### config.mk
export PLATFORM = sky130hd
export DESIGN_NAME = brl_core
export DESIGN_NICKNAME = d
export VERILOG_FILES = /design/src/verilog/brl_pkg.sv /design/src/verilog/brl_core.sv /design/src/verilog/brl_cksum.sv /design/src/verilog/brl_txhold.sv
export SDC_FILE = /design/constraint.sdc
export NUM_CORES = 1
export LEC_CHECK = 0
export ABC_AREA = 1
export BUFFER_PORTS_ARGS = -buffer_cell sky130_fd_sc_hd__buf_2
export CORE_MARGIN = 10
export CORE_UTILIZATION = 57
export DETAILED_ROUTE_END_ITERATION = 10
export PLACE_DENSITY = 0.91
export SLEW_MARGIN = 10
export SYNTH_ARGS = -nofsm -noshare
export SYNTH_HDL_FRONTEND = slang
export SYNTH_SLANG_ARGS = --single-unit
### constraint.sdc
create_clock -name sys_clk_in -period 3.3 [get_ports sys_clk_in]
set_input_delay 0.165 -clock sys_clk_in [delete_from_list [all_inputs] [get_ports sys_clk_in]]
set_output_delay 0.165 -clock sys_clk_in [all_outputs]
set_load 0.05 [all_outputs]
### src/verilog/brl_pkg.sv
// Summary of operation
// - Echo sync byte 86H only when rate matches
// - Command receive error replies low nibble 8
// - Receive error reply upper nibble from previous command
// - Unprotected RAM-load command is echoed, load starts
// - Protected RAM-load replies low nibble 6
// - Unknown command replies low nibble 1
// - Twelve password bytes compared against flash
// - Any block receive error replies 18H
// - Block sum plus checksum nonzero replies 11H
// - Password mismatch replies 11H
// - Good block replies normal acknowledge
// - Header block checked and acknowledged before data
// - Data stored consecutively, exactly length bytes
// - Data block checksum verified before final acknowledge
// - Jump only after normal final acknowledge
// - Flash-sum command echoed, summation started
package brl_pkg;
  localparam logic [7:0]  SYNC_BYTE    = 8'h86;
  localparam logic [7:0]  CMD_RAM_LOAD = 8'h10;
  localparam logic [7:0]  CMD_SUM      = 8'h20;
  localparam logic [7:0]  CMD_INFO     = 8'h30;
  localparam logic [7:0]  CMD_ERASE    = 8'h40;
  localparam logic [7:0]  CMD_PROTECT  = 8'h60;
  localparam logic [7:0]  ACK_OK       = 8'h10;
  localparam logic [3:0]  NIB_COMM     = 4'h8;
  localparam logic [3:0]  NIB_PROT     = 4'h6;
  localparam logic [3:0]  NIB_CMD      = 4'h1;
  localparam logic [3:0]  NIB_CKSUM    = 4'h1;
  localparam logic [3:0]  CMD_HI_RST   = 4'h0;
  localparam logic [23:0] PW_FIRST_ADR = 24'h02FEF4;
  localparam logic [23:0] PW_LAST_ADR  = 24'h02FEFF;
  localparam logic [15:0] PW_LEN       = 16'h000C;
  localparam logic [15:0] HDR_LEN      = 16'h0006;
  localparam logic [7:0]  SUM_ZERO     = 8'h00;

  typedef enum logic [9:0] {
    ST_SYNC   = 10'h001,
    ST_CMD    = 10'h002,
    ST_PW     = 10'h004,
    ST_PWCK   = 10'h008,
    ST_HDR    = 10'h010,
    ST_HDRCK  = 10'h020,
    ST_DATA   = 10'h040,
    ST_DATACK = 10'h080,
    ST_SUM    = 10'h100,
    ST_RUN    = 10'h200
  } brl_state_t;

  typedef struct packed {
    logic       valid;
    logic       err;
    logic [7:0] data;
  } brl_rx_t;

  typedef struct packed {
    logic        we;
    logic [31:0] addr;
    logic [7:0]  data;
  } brl_ram_wr_t;
endpackage

### src/verilog/brl_core.sv
`timescale 1ns/1ps
`default_nettype none
module brl_core (
  input  wire logic                 sys_clk_in,
  input  wire logic                 rst_b_in,
  input  wire brl_pkg::brl_rx_t     rx_in,
  input  wire logic                 rate_ok_in,
  input  wire logic                 rd_prot_in,
  input  wire logic                 wr_prot_in,
  input  wire logic [95:0]          password_in,
  input  wire logic                 sum_done_in,
  input  wire logic                 tx_ready_in,
  output logic                      tx_valid_out,
  output logic [7:0]                tx_data_out,
  output brl_pkg::brl_ram_wr_t      ram_wr_out,
  output logic                      jump_out,
  output logic [31:0]               jump_addr_out,
  output logic                      sum_start_out
);
  brl_pkg::brl_state_t state_r;
  brl_pkg::brl_state_t state_nxt;
  logic [3:0]          cmd_hi_r;
  logic [15:0]         cnt_r;
  logic [47:0]         hdr_r;
  logic                pw_bad_r;
  logic [7:0]          cks_sum;
  logic                cks_err;
  logic [7:0]          ck_total;
  logic                tx_load;
  logic [7:0]          tx_byte;
  logic                sum_clr;
  logic                sum_add;
  logic                cnt_clr;
  logic                cnt_inc;
  logic                pw_chk;
  logic                hdr_shift;
  logic                ram_wr;
  logic                jump;
  logic                sum_go;
  logic                cmd_take;

  // Reply to a finished block: error first, then sum, then password
  function automatic logic [7:0] blk_reply(input logic       err,
                                           input logic [7:0] total,
                                           input logic       bad,
                                           input logic [3:0] hi);
    if (err)
      blk_reply = {hi, brl_pkg::NIB_COMM};
    else if (total != brl_pkg::SUM_ZERO)
      blk_reply = {hi, brl_pkg::NIB_CKSUM};
    else if (bad)
      blk_reply = {hi, brl_pkg::NIB_CKSUM};
    else
      blk_reply = brl_pkg::ACK_OK;
  endfunction

  // Password byte selected by its position in the block
  function automatic logic [7:0] pw_byte(input logic [95:0] pw,
                                         input logic [3:0]  idx);
    pw_byte = pw[{idx, 3'b000} +: 8];
  endfunction

  brl_cksum u_cksum (
    .sys_clk_in (sys_clk_in),
    .rst_b_in   (rst_b_in),
    .clr_in     (sum_clr),
    .add_in     (sum_add),
    .byte_in    (rx_in.data),
    .err_in     (rx_in.err),
    .sum_out    (cks_sum),
    .err_out    (cks_err)
  );

  brl_txhold u_tx (
    .sys_clk_in  (sys_clk_in),
    .rst_b_in    (rst_b_in),
    .load_in     (tx_load),
    .byte_in     (tx_byte),
    .tx_ready_in (tx_ready_in),
    .valid_out   (tx_valid_out),
    .data_out    (tx_data_out)
  );

  // Block sum including the checksum byte now arriving
  assign ck_total = cks_sum + rx_in.data;

  // Sequencer: decides reply byte and next phase per received byte
  always_comb
  begin
    state_nxt = state_r;
    tx_load   = 1'b0;
    tx_byte   = 8'h00;
    sum_clr   = 1'b0;
    sum_add   = 1'b0;
    cnt_clr   = 1'b0;
    cnt_inc   = 1'b0;
    pw_chk    = 1'b0;
    hdr_shift = 1'b0;
    ram_wr    = 1'b0;
    jump      = 1'b0;
    sum_go    = 1'b0;
    cmd_take  = 1'b0;
    case (state_r)
      brl_pkg::ST_SYNC:
        if (rx_in.valid && !rx_in.err && rx_in.data == brl_pkg::SYNC_BYTE && rate_ok_in)
        begin
          tx_load   = 1'b1;
          tx_byte   = brl_pkg::SYNC_BYTE;
          state_nxt = brl_pkg::ST_CMD;
        end
      brl_pkg::ST_CMD:
        if (rx_in.valid)
        begin
          sum_clr = 1'b1;
          cnt_clr = 1'b1;
          tx_load = 1'b1;
          if (rx_in.err)
            tx_byte = {cmd_hi_r, brl_pkg::NIB_COMM};
          else
          begin
            cmd_take = 1'b1;
            case (rx_in.data)
              brl_pkg::CMD_RAM_LOAD:
                if (rd_prot_in || wr_prot_in)
                  tx_byte = {rx_in.data[7:4], brl_pkg::NIB_PROT};
                else
                begin
                  tx_byte   = rx_in.data;
                  state_nxt = brl_pkg::ST_PW;
                end
              brl_pkg::CMD_SUM:
              begin
                tx_byte   = rx_in.data;
                sum_go    = 1'b1;
                state_nxt = brl_pkg::ST_SUM;
              end
              brl_pkg::CMD_INFO,
              brl_pkg::CMD_ERASE,
              brl_pkg::CMD_PROTECT:
                tx_byte = rx_in.data;
              default:
                tx_byte = {rx_in.data[7:4], brl_pkg::NIB_CMD};
            endcase
          end
        end
      brl_pkg::ST_PW:
        if (rx_in.valid)
        begin
          sum_add = 1'b1;
          pw_chk  = 1'b1;
          cnt_inc = 1'b1;
          if (cnt_r == brl_pkg::PW_LEN - 16'h0001)
            state_nxt = brl_pkg::ST_PWCK;
        end
      brl_pkg::ST_PWCK:
        if (rx_in.valid)
        begin
          tx_load   = 1'b1;
          tx_byte   = blk_reply(cks_err | rx_in.err, ck_total, pw_bad_r, cmd_hi_r);
          state_nxt = brl_pkg::ST_CMD;
          if (tx_byte == brl_pkg::ACK_OK)
          begin
            sum_clr   = 1'b1;
            cnt_clr   = 1'b1;
            state_nxt = brl_pkg::ST_HDR;
          end
        end
      brl_pkg::ST_HDR:
        if (rx_in.valid)
        begin
          sum_add   = 1'b1;
          hdr_shift = 1'b1;
          cnt_inc   = 1'b1;
          if (cnt_r == brl_pkg::HDR_LEN - 16'h0001)
            state_nxt = brl_pkg::ST_HDRCK;
        end
      brl_pkg::ST_HDRCK:
        if (rx_in.valid)
        begin
          tx_load   = 1'b1;
          tx_byte   = blk_reply(cks_err | rx_in.err, ck_total, 1'b0, cmd_hi_r);
          state_nxt = brl_pkg::ST_CMD;
          if (tx_byte == brl_pkg::ACK_OK)
          begin
            sum_clr   = 1'b1;
            cnt_clr   = 1'b1;
            state_nxt = (hdr_r[15:0] == 16'h0000) ? brl_pkg::ST_DATACK : brl_pkg::ST_DATA;
          end
        end
      brl_pkg::ST_DATA:
        if (rx_in.valid)
        begin
          sum_add = 1'b1;
          ram_wr  = 1'b1;
          cnt_inc = 1'b1;
          if (cnt_r == hdr_r[15:0] - 16'h0001)
            state_nxt = brl_pkg::ST_DATACK;
        end
      brl_pkg::ST_DATACK:
        if (rx_in.valid)
        begin
          tx_load   = 1'b1;
          tx_byte   = blk_reply(cks_err | rx_in.err, ck_total, 1'b0, cmd_hi_r);
          state_nxt = brl_pkg::ST_CMD;
          if (tx_byte == brl_pkg::ACK_OK)
          begin
            jump      = 1'b1;
            state_nxt = brl_pkg::ST_RUN;
          end
        end
      brl_pkg::ST_SUM:
        if (sum_done_in)
          state_nxt = brl_pkg::ST_CMD;
      brl_pkg::ST_RUN:
        state_nxt = brl_pkg::ST_RUN;
      default:
        state_nxt = brl_pkg::ST_SYNC;
    endcase
  end

  // Phase register
  always_ff @(posedge sys_clk_in or negedge rst_b_in)
  begin
    if (!rst_b_in)
      state_r <= brl_pkg::ST_SYNC;
    else
      state_r <= state_nxt;
  end

  // Upper nibble of the last good command byte, used in error replies
  always_ff @(posedge sys_clk_in or negedge rst_b_in)
  begin
    if (!rst_b_in)
      cmd_hi_r <= brl_pkg::CMD_HI_RST;
    else if (cmd_take)
      cmd_hi_r <= rx_in.data[7:4];
  end

  // Byte position within the current block
  always_ff @(posedge sys_clk_in or negedge rst_b_in)
  begin
    if (!rst_b_in)
      cnt_r <= 16'h0000;
    else if (cnt_clr)
      cnt_r <= 16'h0000;
    else if (cnt_inc)
      cnt_r <= cnt_r + 16'h0001;
  end

  // Sticky password mismatch, dropped with each new command
  always_ff @(posedge sys_clk_in or negedge rst_b_in)
  begin
    if (!rst_b_in)
      pw_bad_r <= 1'b0;
    else if (cmd_take)
      pw_bad_r <= 1'b0;
    else if (pw_chk && rx_in.data != pw_byte(password_in, cnt_r[3:0]))
      pw_bad_r <= 1'b1;
  end

  // Address and length collected MSB first
  always_ff @(posedge sys_clk_in or negedge rst_b_in)
  begin
    if (!rst_b_in)
      hdr_r <= 48'h000000000000;
    else if (hdr_shift)
      hdr_r <= {hdr_r[39:0], rx_in.data};
  end

  // RAM write port, one byte per data byte at base plus position
  always_ff @(posedge sys_clk_in or negedge rst_b_in)
  begin
    if (!rst_b_in)
      ram_wr_out <= '0;
    else
    begin
      ram_wr_out.we <= ram_wr;
      if (ram_wr)
      begin
        ram_wr_out.addr <= hdr_r[47:16] + {16'h0000, cnt_r};
        ram_wr_out.data <= rx_in.data;
      end
    end
  end

  // Jump and summation start pulses
  always_ff @(posedge sys_clk_in or negedge rst_b_in)
  begin
    if (!rst_b_in)
    begin
      jump_out      <= 1'b0;
      jump_addr_out <= 32'h00000000;
      sum_start_out <= 1'b0;
    end
    else
    begin
      jump_out      <= jump;
      sum_start_out <= sum_go;
      if (jump)
        jump_addr_out <= hdr_r[47:16];
    end
  end

  a_sync_echo: assert property (@(posedge sys_clk_in) disable iff (!rst_b_in)
    state_r == brl_pkg::ST_SYNC && rx_in.valid && !rate_ok_in |=> !tx_valid_out || $stable(tx_data_out))
    else $error("sync byte answered without rate match");
  a_cmd_err: assert property (@(posedge sys_clk_in) disable iff (!rst_b_in)
    state_r == brl_pkg::ST_CMD && rx_in.valid && rx_in.err
    |=> tx_valid_out && tx_data_out[3:0] == 4'h8 && state_r == brl_pkg::ST_CMD)
    else $error("command receive error reply wrong");
  a_load_echo: assert property (@(posedge sys_clk_in) disable iff (!rst_b_in)
    state_r == brl_pkg::ST_CMD && rx_in.valid && !rx_in.err && rx_in.data == 8'h10
    && !rd_prot_in && !wr_prot_in |=> tx_data_out == 8'h10 && state_r == brl_pkg::ST_PW)
    else $error("RAM-load command not echoed");
  a_prot_reply: assert property (@(posedge sys_clk_in) disable iff (!rst_b_in)
    state_r == brl_pkg::ST_CMD && rx_in.valid && !rx_in.err && rx_in.data == 8'h10
    && (rd_prot_in || wr_prot_in) |=> tx_data_out == 8'h16 && state_r == brl_pkg::ST_CMD)
    else $error("protected RAM-load reply wrong");
  a_bad_cmd: assert property (@(posedge sys_clk_in) disable iff (!rst_b_in)
    state_r == brl_pkg::ST_CMD && rx_in.valid && !rx_in.err && rx_in.data == 8'h55
    |=> tx_data_out == 8'h51)
    else $error("unknown command reply wrong");
  a_blk_err: assert property (@(posedge sys_clk_in) disable iff (!rst_b_in)
    (state_r == brl_pkg::ST_PWCK || state_r == brl_pkg::ST_HDRCK) && rx_in.valid
    && (cks_err || rx_in.err) |=> tx_data_out == 8'h18 && state_r == brl_pkg::ST_CMD)
    else $error("block receive error reply not 18H");
  a_ck_fail: assert property (@(posedge sys_clk_in) disable iff (!rst_b_in)
    state_r == brl_pkg::ST_HDRCK && rx_in.valid && !cks_err && !rx_in.err
    && ck_total != 8'h00 |=> tx_data_out == 8'h11 && state_r == brl_pkg::ST_CMD)
    else $error("checksum error reply not 11H");
  a_jump_ok: assert property (@(posedge sys_clk_in) disable iff (!rst_b_in)
    $rose(jump_out) |-> tx_data_out == 8'h10 && $past(state_r) == brl_pkg::ST_DATACK
    && jump_addr_out == hdr_r[47:16])
    else $error("jump without normal final acknowledge");
  a_sum_start: assert property (@(posedge sys_clk_in) disable iff (!rst_b_in)
    state_r == brl_pkg::ST_CMD && rx_in.valid && !rx_in.err && rx_in.data == 8'h20
    |=> sum_start_out && tx_data_out == 8'h20 ##1 !sum_start_out)
    else $error("flash-sum command not started");
endmodule
`default_nettype wire

### src/verilog/brl_cksum.sv
`timescale 1ns/1ps
`default_nettype none
module brl_cksum (
  input  wire logic       sys_clk_in,
  input  wire logic       rst_b_in,
  input  wire logic       clr_in,
  input  wire logic       add_in,
  input  wire logic [7:0] byte_in,
  input  wire logic       err_in,
  output logic      [7:0] sum_out,
  output logic            err_out
);
  // Modulo-256 running sum of a block
  always_ff @(posedge sys_clk_in or negedge rst_b_in)
  begin
    if (!rst_b_in)
      sum_out <= 8'h00;
    else if (clr_in)
      sum_out <= 8'h00;
    else if (add_in)
      sum_out <= sum_out + byte_in;
  end

  // Sticky receive error of a block
  always_ff @(posedge sys_clk_in or negedge rst_b_in)
  begin
    if (!rst_b_in)
      err_out <= 1'b0;
    else if (clr_in)
      err_out <= 1'b0;
    else if (add_in && err_in)
      err_out <= 1'b1;
  end
endmodule
`default_nettype wire

### src/verilog/brl_txhold.sv
`timescale 1ns/1ps
`default_nettype none
module brl_txhold (
  input  wire logic       sys_clk_in,
  input  wire logic       rst_b_in,
  input  wire logic       load_in,
  input  wire logic [7:0] byte_in,
  input  wire logic       tx_ready_in,
  output logic            valid_out,
  output logic      [7:0] data_out
);
  // Reply byte stays offered until the transmitter takes it
  always_ff @(posedge sys_clk_in or negedge rst_b_in)
  begin
    if (!rst_b_in)
      valid_out <= 1'b0;
    else if (load_in)
      valid_out <= 1'b1;
    else if (tx_ready_in)
      valid_out <= 1'b0;
  end

  // Reply byte value
  always_ff @(posedge sys_clk_in or negedge rst_b_in)
  begin
    if (!rst_b_in)
      data_out <= 8'h00;
    else if (load_in)
      data_out <= byte_in;
  end
endmodule
`default_nettype wire

==> results of run 1 <==
[placed cells by master, fill, tap and decap left out, types with 7 or more instances in the layout]
cell and n:
buf_4 13, nor3_1 27, inv_2 8, xor2_1 25
nor2_1 187, nand3_1 94, inv_1 126, buf_2 195
nand4_1 32, dfrtp_1 171, nand2_1 372, a21oi_1 33
o22ai_1 9, o211ai_1 18, a211oi_1 7, o21ai_0 135
clkbuf_16 17, xnor2_1 17, nor2_2 7, o21ai_1 21
ha_1 26, o21ai_2 12
[kinds of logic after synthesis]
logic type	synth area share
buf+inv	0.0740
xor+xnor	0.0343
compound gates	0.136
flops	0.402
simple gates	0.317
mux	0.00315
fa+ha+maj	0.0341
[final cells by class]
| type | count | share of cell area |
|---|---|---|
| multi-input combinational | 1097 | 0.450 |
| sequential | 172 | 0.344 |
| timing repair buffer | 212 | 0.0899 |
| inverter | 137 | 0.0416 |
| clock buffer | 17 | 0.0340 |
| tap | 234 | 0.0234 |
| clock inverter | 15 | 0.0172 |
[registers in the layout (all words and copies together) (netlist names), 4 cells and up]
register,cells
cmd_hi_r,4
cnt_r,16
hdr_r,48
jump_addr_out,32
ram_wr_out,41
state_r,10
u_cksum.sum_out,8
u_tx.data_out,8
[critical path, stage by stage (launching register included)]
cell and delay (ns):
dfrtp_1 0.38, ha_1 0.22, fa_1 0.46, or2_2 0.30, nor2_1 0.14, nand3_1 0.10, nor2_1 0.14, nand3_2 0.15
inv_2 0.14, nand3_4 0.06, buf_4 0.33, nand2_1 0.19, o21ai_2 0.07
[stage by stage]
step	setup slack [ns]	hold slack, ns	cell area [sq um]	util	power, W
2_1_floorplan	0.836	-0.131	10700	-	0.00390
4_1_cts	0.451	0.000578	12500	0.673	0.00658
3_3_place_gp	0.614	0.0965	11800	0.638	0.00440
3_5_place_dp	0.470	0.0999	11800	0.638	0.00446
6_report	0.438	0.00680	12500	0.673	0.00661
5_1_grt	0.281	0.0228	12500	0.673	0.00696
[cell usage after synthesis, drive strengths merged, types with 18 or more instances]
cell / instances
nor3: 32
nor2: 197
nand2: 381
clkbuf: 29
nand3: 100
o21ai: 168
ha: 26
o211ai: 18
buf: 21
a21oi: 34
nand4: 32
xor2: 25
inv: 135
dfrtp: 171
[report_power, final]
group	internal [W]	total (W)	switching [W]	leakage, nW
combinational	0.000665	0.00209	0.00142	3.63
sequential	0.00226	0.00238	0.000123	2.36
clock	0.00111	0.00214	0.00103	0.310
total	0.00404	0.00661	0.00257	6.30
[routing by layer]
layer	GRT usage	vias to the layer above
met1	0.315	5116
met5	0	-
met4	0.131	0
met2	0.471	556
li1	-	5171
met3	0.0434	121
[worst min path at each step]
stage	start	end	slack, ns
global route	rx_in[8]	u_cksum.err_out	0.02
global placement	rst_b_in	ram_wr_out[33]	0.1
CTS	rx_in[8]	u_cksum.err_out	0.0006
finish	rx_in[8]	u_cksum.err_out	0.007
detailed placement	rst_b_in	ram_wr_out[33]	0.1
floorplan	rst_b_in	cmd_hi_r[0]	-0.13
==> impl_metrics.csv, run 1 <==
group,metric,value,unit
run_status,status,"completed",
sta,rsz0062_at_grt,"false",
global_route,grt_max_degree,86,
clock_network,cts_buffer_depth,2,
synthesis,synthTopCellsByArea,"dfrtp_1 (40%), nand2_1 (13%), nor2_1 (6.5%)",
drt,finalWirelength,33500,um
synthesis,yosysWarnings,0,
clock_network,clock_sinks,172,
setup_path,endpoint,"jump_addr_out[27]",
synthesis,yosysSeqAreaShare,0.402,
final_layout,syn_to_final_growth,16.7,%
clock_network,htreeDepth,4,
clock_network,path_clk_slew,0.07,ns
worst_hold_path,hold_class,"input port to flip-flop",
placement,dp_cells,1850,
final_layout,instances_no_fill,1884,
clock_network,cts_resized,0,
drt,firstDrtPassIters,5,
drt,met2_length,16800,um
die,dieArea,24700,sq um
setup_path,r2r-end,"jump_addr_out[27]",
synthesis,synth.avg_cell_area,7.36,sq um
setup_path,cp_max_fo,64,
sta,max_freq,349,MHz
die,die_w,157,um
clock_network,hold_buffers,2,
synthesis,syn_area,10700,sq um
drt,vias,11000,
worst_hold_path,hold_depth,3,
sta,worstMarginPinSlew,0.685,ns
setup_path,cp-startpoint,"u_cksum.sum_out[0]",
placement,port_buffers,196,
die,rows,50,
drt,ant_nets,0,
die,num_io_pins,197,
placement,dp_hpwl,25400,um
clock_network,cts_buffers,17,
drt,wl_per_cell,17.8,um
job,cap_viol_max_count,0,
final_layout,fillCellCount,1589,
setup_path,cp.arrival,3.17,ns
clock_network,post_cts.repair.setup_buffers,0,
sta,setup_viol,0,
die,initial_core_util,0.577,
synthesis,synth_top_area_frac,0.399,
synthesis,ys.flop_type,"dfrtp_1",
synthesis,synthCells,1456,
final_layout,diodes,0,
drt,wl_met1,12800,um
synthesis,yosys.area.top_type,"dfrtp_1",
drt,routed.top_layer,"met4",
drt,via_per_inst,5.82,
die,die_h,157,um
setup_path,end_kind,"flip-flop",
sta,fin_skew,0.0121,ns
global_route,antenna_found_initial,1,
clock_network,cts_tree,"built",
setup_path,required,3.61,ns
final_layout,multi_input_area,5630,sq um
setup_path,rr_worst_depth,12,
placement,place.gp.congestion,0.944,
sta,period_needed,2.86,ns
synthesis,synth-edff-count,0,
global_route,grt_usage,0.269,
die,core,18600,sq um
final_layout,layout.nets,1778,
setup_path,crit_type,"flip-flop to flip-flop",
power_and_ir_drop,ir_worst_vdd,0.000685,V
final_layout,drive_gt1_frac,0.186,
setup_path,cp-start-kind,"flip-flop",
setup_path,r2r_setup_slack,0.44,ns
power_and_ir_drop,p_leak,6.30,nW
synthesis,ys_types,61,
sta,slew_headroom,0.543,
synthesis,async_reset_ff_frac,1.00,
synthesis,syn-num-nets,1597,
setup_path,r2r_start,"u_cksum.sum_out[0]",
drt,drtIter0Drc,1066,
synthesis,synth_seq_cells,172,
global_route,overflow,0,
final_layout,regArea,4310,sq um
global_route,grt_pass1_vias,10600,
sta,maxSlewViolCount,0,
drt,met3_length,2300,um
clock_network,clkLatencyLatePin,0.45,ns
power_and_ir_drop,p_per_area,528,nW/um^2
sta,hold_viol_final,0,
drt,drc,0,
sta,timing.final.crit_share,0.867,
global_route,grt_pass1_wl,53000,um
clock_network,cts-root-buf,"clkbuf_16",
sta,finalSetupTns,0,ns
No activity file was read; power rests on OpenSTA's default activity.
==> run 2, diff against run 1 <==
--- a/config.mk
+++ b/config.mk
@@ -7,10 +7,11 @@
 export LEC_CHECK = 0
 export ABC_AREA = 1
 export BUFFER_PORTS_ARGS = -buffer_cell sky130_fd_sc_hd__buf_2
-export CORE_MARGIN = 10
-export CORE_UTILIZATION = 57
+export CORE_MARGIN = 1.5
+export CORE_UTILIZATION = 55
 export DETAILED_ROUTE_END_ITERATION = 10
-export PLACE_DENSITY = 0.91
+export MAX_ROUTING_LAYER = met4
+export PLACE_DENSITY = 0.89
 export SLEW_MARGIN = 10
 export SYNTH_ARGS = -nofsm -noshare
 export SYNTH_HDL_FRONTEND = slang
==> run 2 against run 1 <==
First-iteration DRC count fell by 22%. Design area barely moved. Final cell count rose by 1.3%. Core utilization fell by 1.2 points. Sequential share of layout area barely moved. Worst hold slack improved by 0.024 ns. Global-route usage rose by 5.6 points. Clock skew fell by 0.00098 ns. Routed wire length fell by 7.3%. Via count fell by 2.6%.
==> impl_metrics.csv, run 2 (synthesized netlist as in run 1, its figures left out) <==
group,metric,value,unit
sta,fin_skew,0.0111,ns
placement,port_buffers,196,
final_layout,final_core_util,0.662,
drt,firstDrtPassIters,6,
final_layout,fillCellCount,1642,
clock_network,cts_tree,"built",
clock_network,cts_buffers,17,
sta,period_needed,2.86,ns
setup_path,path_buf_inv,2,
worst_hold_path,hold_class,"input port to flip-flop",
clock_network,cts_buffer_depth,2,
setup_path,cpMaxStageDelayCell,"fa_1",
worst_hold_path,hold_end,"state_r[8]",
global_route,grt_usage,0.325,
worst_hold_path,hold_depth,3,
setup_path,required,3.61,ns
sta,hold_viol_final,0,
final_layout,instances_no_fill,1908,
clock_network,cts_resized,0,
clock_network,htreeDepth,4,
final_layout,diodes,0,
power_and_ir_drop,power_frac_seq,0.366,
die,core,18900,sq um
die,die_w,143,um
drt,via_per_inst,5.59,
global_route,grt_max_degree,95,
setup_path,r2r-end,"ram_wr_out[32]",
global_route,overflow,0,
drt,finalWirelength,31000,um
global_route,antenna_found_initial,0,
global_route,grt_pass1_vias,10300,
final_layout,drive_gt1_frac,0.184,
power_and_ir_drop,p_clk_frac,0.313,
setup_path,path_common_cell,"nand3_1",
setup_path,path_delay_family,"compound AO/OA/AOI/OAI gates",
setup_path,crit_type,"flip-flop to flip-flop",
final_layout,multi_input_area,5630,sq um
drt,vias,10700,
sta,slew_headroom,0.428,
sta,max_freq,350,MHz
sta,hold_ws,0.0311,ns
sta,timing.final.crit_share,0.866,
sta,setup_viol,0,
clock_network,clock_sinks,172,
setup_path,max_stage_delay,0.57,ns
placement,dp_cells,1873,
die,initial_core_util,0.567,
placement,dp_hpwl,23100,um
clock_network,path_clk_slew,0.07,ns
drt,wl_per_cell,16.3,um
power_and_ir_drop,power_switching,0.00256,W
setup_path,rr_worst_depth,11,
power_and_ir_drop,switching_share,0.394,
die,rows,50,
drt,drc,0,
sta,maxSlewViolCount,0,
die,num_io_pins,197,
power_and_ir_drop,power,0.00651,W
final_layout,regArea,4310,sq um
setup_path,cp.arrival,3.16,ns
drt,ant_nets,0,
setup_path,r2r_start,"cnt_r[1]",
sta,finalSetupTns,0,ns
power_and_ir_drop,ir_worst_vdd,0.000620,V
clock_network,post_cts.repair.setup_buffers,0,
die,die_h,143,um
final_layout,syn_to_final_growth,16.6,%
clock_network,clkLatencyLatePin,0.45,ns
setup_path,cp_max_fo,11,
final_layout,largest_reg_flops,48,
placement,place.gp.congestion,0.972,
power_and_ir_drop,p_int,0.00394,W
final_layout,layout.cells.most_common_list,"nand2_1 (372), buf_2 (195), nor2_1 (187), dfrtp_1 (171), o21ai_0 (135)",
power_and_ir_drop,p_per_area,520,nW/um^2
setup_path,cp-start-kind,"flip-flop",
sta,worstMarginPinSlew,0.858,ns
drt,drtIter0Drc,832,
die,dieArea,20300,sq um
setup_path,r2r_setup_slack,0.44,ns
worst_hold_path,worstHoldStart,"sum_done_in",
setup_path,end_kind,"flip-flop",
power_and_ir_drop,combPwrFrac,0.322,
final_layout,largest-register,"hdr_r",
clock_network,cts-root-buf,"clkbuf_16",
job,cap_viol_max_count,0,
run_status,status,"completed",
power_and_ir_drop,p_leak,6.28,nW
final_layout,layout.nets,1776,
setup_path,path_cells,"clkinv_1 -> fa_1 -> inv_1 -> nand3_1 -> nand2_1 -> a21boi_1 -> o21bai_1 -> nand3_1 -> a21oi_1 -> xor2_1 -> o21ai_0",
final_layout,reg_top3,"hdr_r x48, ram_wr_out x41, jump_addr_out x32",
global_route,grt_pass1_wl,50200,um
final_layout,final_common_cell,"nand2_1",
sta,rsz0062_at_grt,"false",
run 2: cell types whose count changed in the layout (fill, tap and decap cells not counted), sizes merged:
cell         delta
dlygate4sd3     +1
bufinv          -1
clkinv          -2
inv             +1
clkinvlp        +2
buf             -3
run 2: routing by layer:
| metal | wire (um) | share of wire | global-route usage | vias up |
|---|---|---|---|---|
| li1 | - | - | - | 5161 |
| met1 | 12400 | 0.40 | 0.376 | 4935 |
| met2 | 15300 | 0.49 | 0.547 | 458 |
| met3 | 1950 | 0.063 | 0.0570 | 121 |
| met4 | 1380 | 0.044 | 0.160 | 0 |
| met5 | 0 | 0 | - | - |
run 2: worst max-delay path by stage:
stage | to | from | cells past startpoint | slack (ns)
3_3_place_gp | ram_wr_out[23] | cnt_r[1] | 12 | 0.57
3_5_place_dp | ram_wr_out[23] | cnt_r[1] | 12 | 0.49
5_1_grt | ram_wr_out[36] | cnt_r[1] | 12 | 0.18
6_report | ram_wr_out[32] | cnt_r[1] | 11 | 0.44
4_1_cts | ram_wr_out[23] | cnt_r[1] | 12 | 0.48
2_1_floorplan | ram_wr_out[22] | cnt_r[1] | 14 | 0.84
run 2: power groups by stage:
stage / combinational (W) / clock, W / sequential (W)
final: 0.00209 / 0.00203 / 0.00238
after CTS: 0.00206 / 0.00205 / 0.00237
after global routing: 0.00232 / 0.00213 / 0.00240
after detailed placement: 0.00203 / 0 / 0.00241
after floorplan: 0.00135 / 0 / 0.00255
after global placement: 0.00199 / 0 / 0.00241
run 2: metrics by stage:
stage | instance area [sq um] | setup WS, ns
after global routing | 12500 | 0.179
after floorplan | 10700 | 0.836
after detailed placement | 11900 | 0.485
final | 12500 | 0.442
after global placement | 11900 | 0.572
after CTS | 12500 | 0.483
run 2: layout make-up:
class	count	area share
clock inverters	15	0.0138
multi-input cells	1097	0.450
repair buffers	210	0.0900
well taps	260	0.0260
inverters	137	0.0416
clock buffers	17	0.0340
flip-flops and latches	172	0.344
run 2: worst min-delay path: stages:
cell and delay [ns]:
buf_2 0.07, or2_1 0.11, o21ai_0 0.09
run 2: repair_timing:
item / in CTS / in global routing
hold buffers: 3 / 0
setup endpoints to repair: 0 / 0
endpoints found under the hold margin: 94 / 0
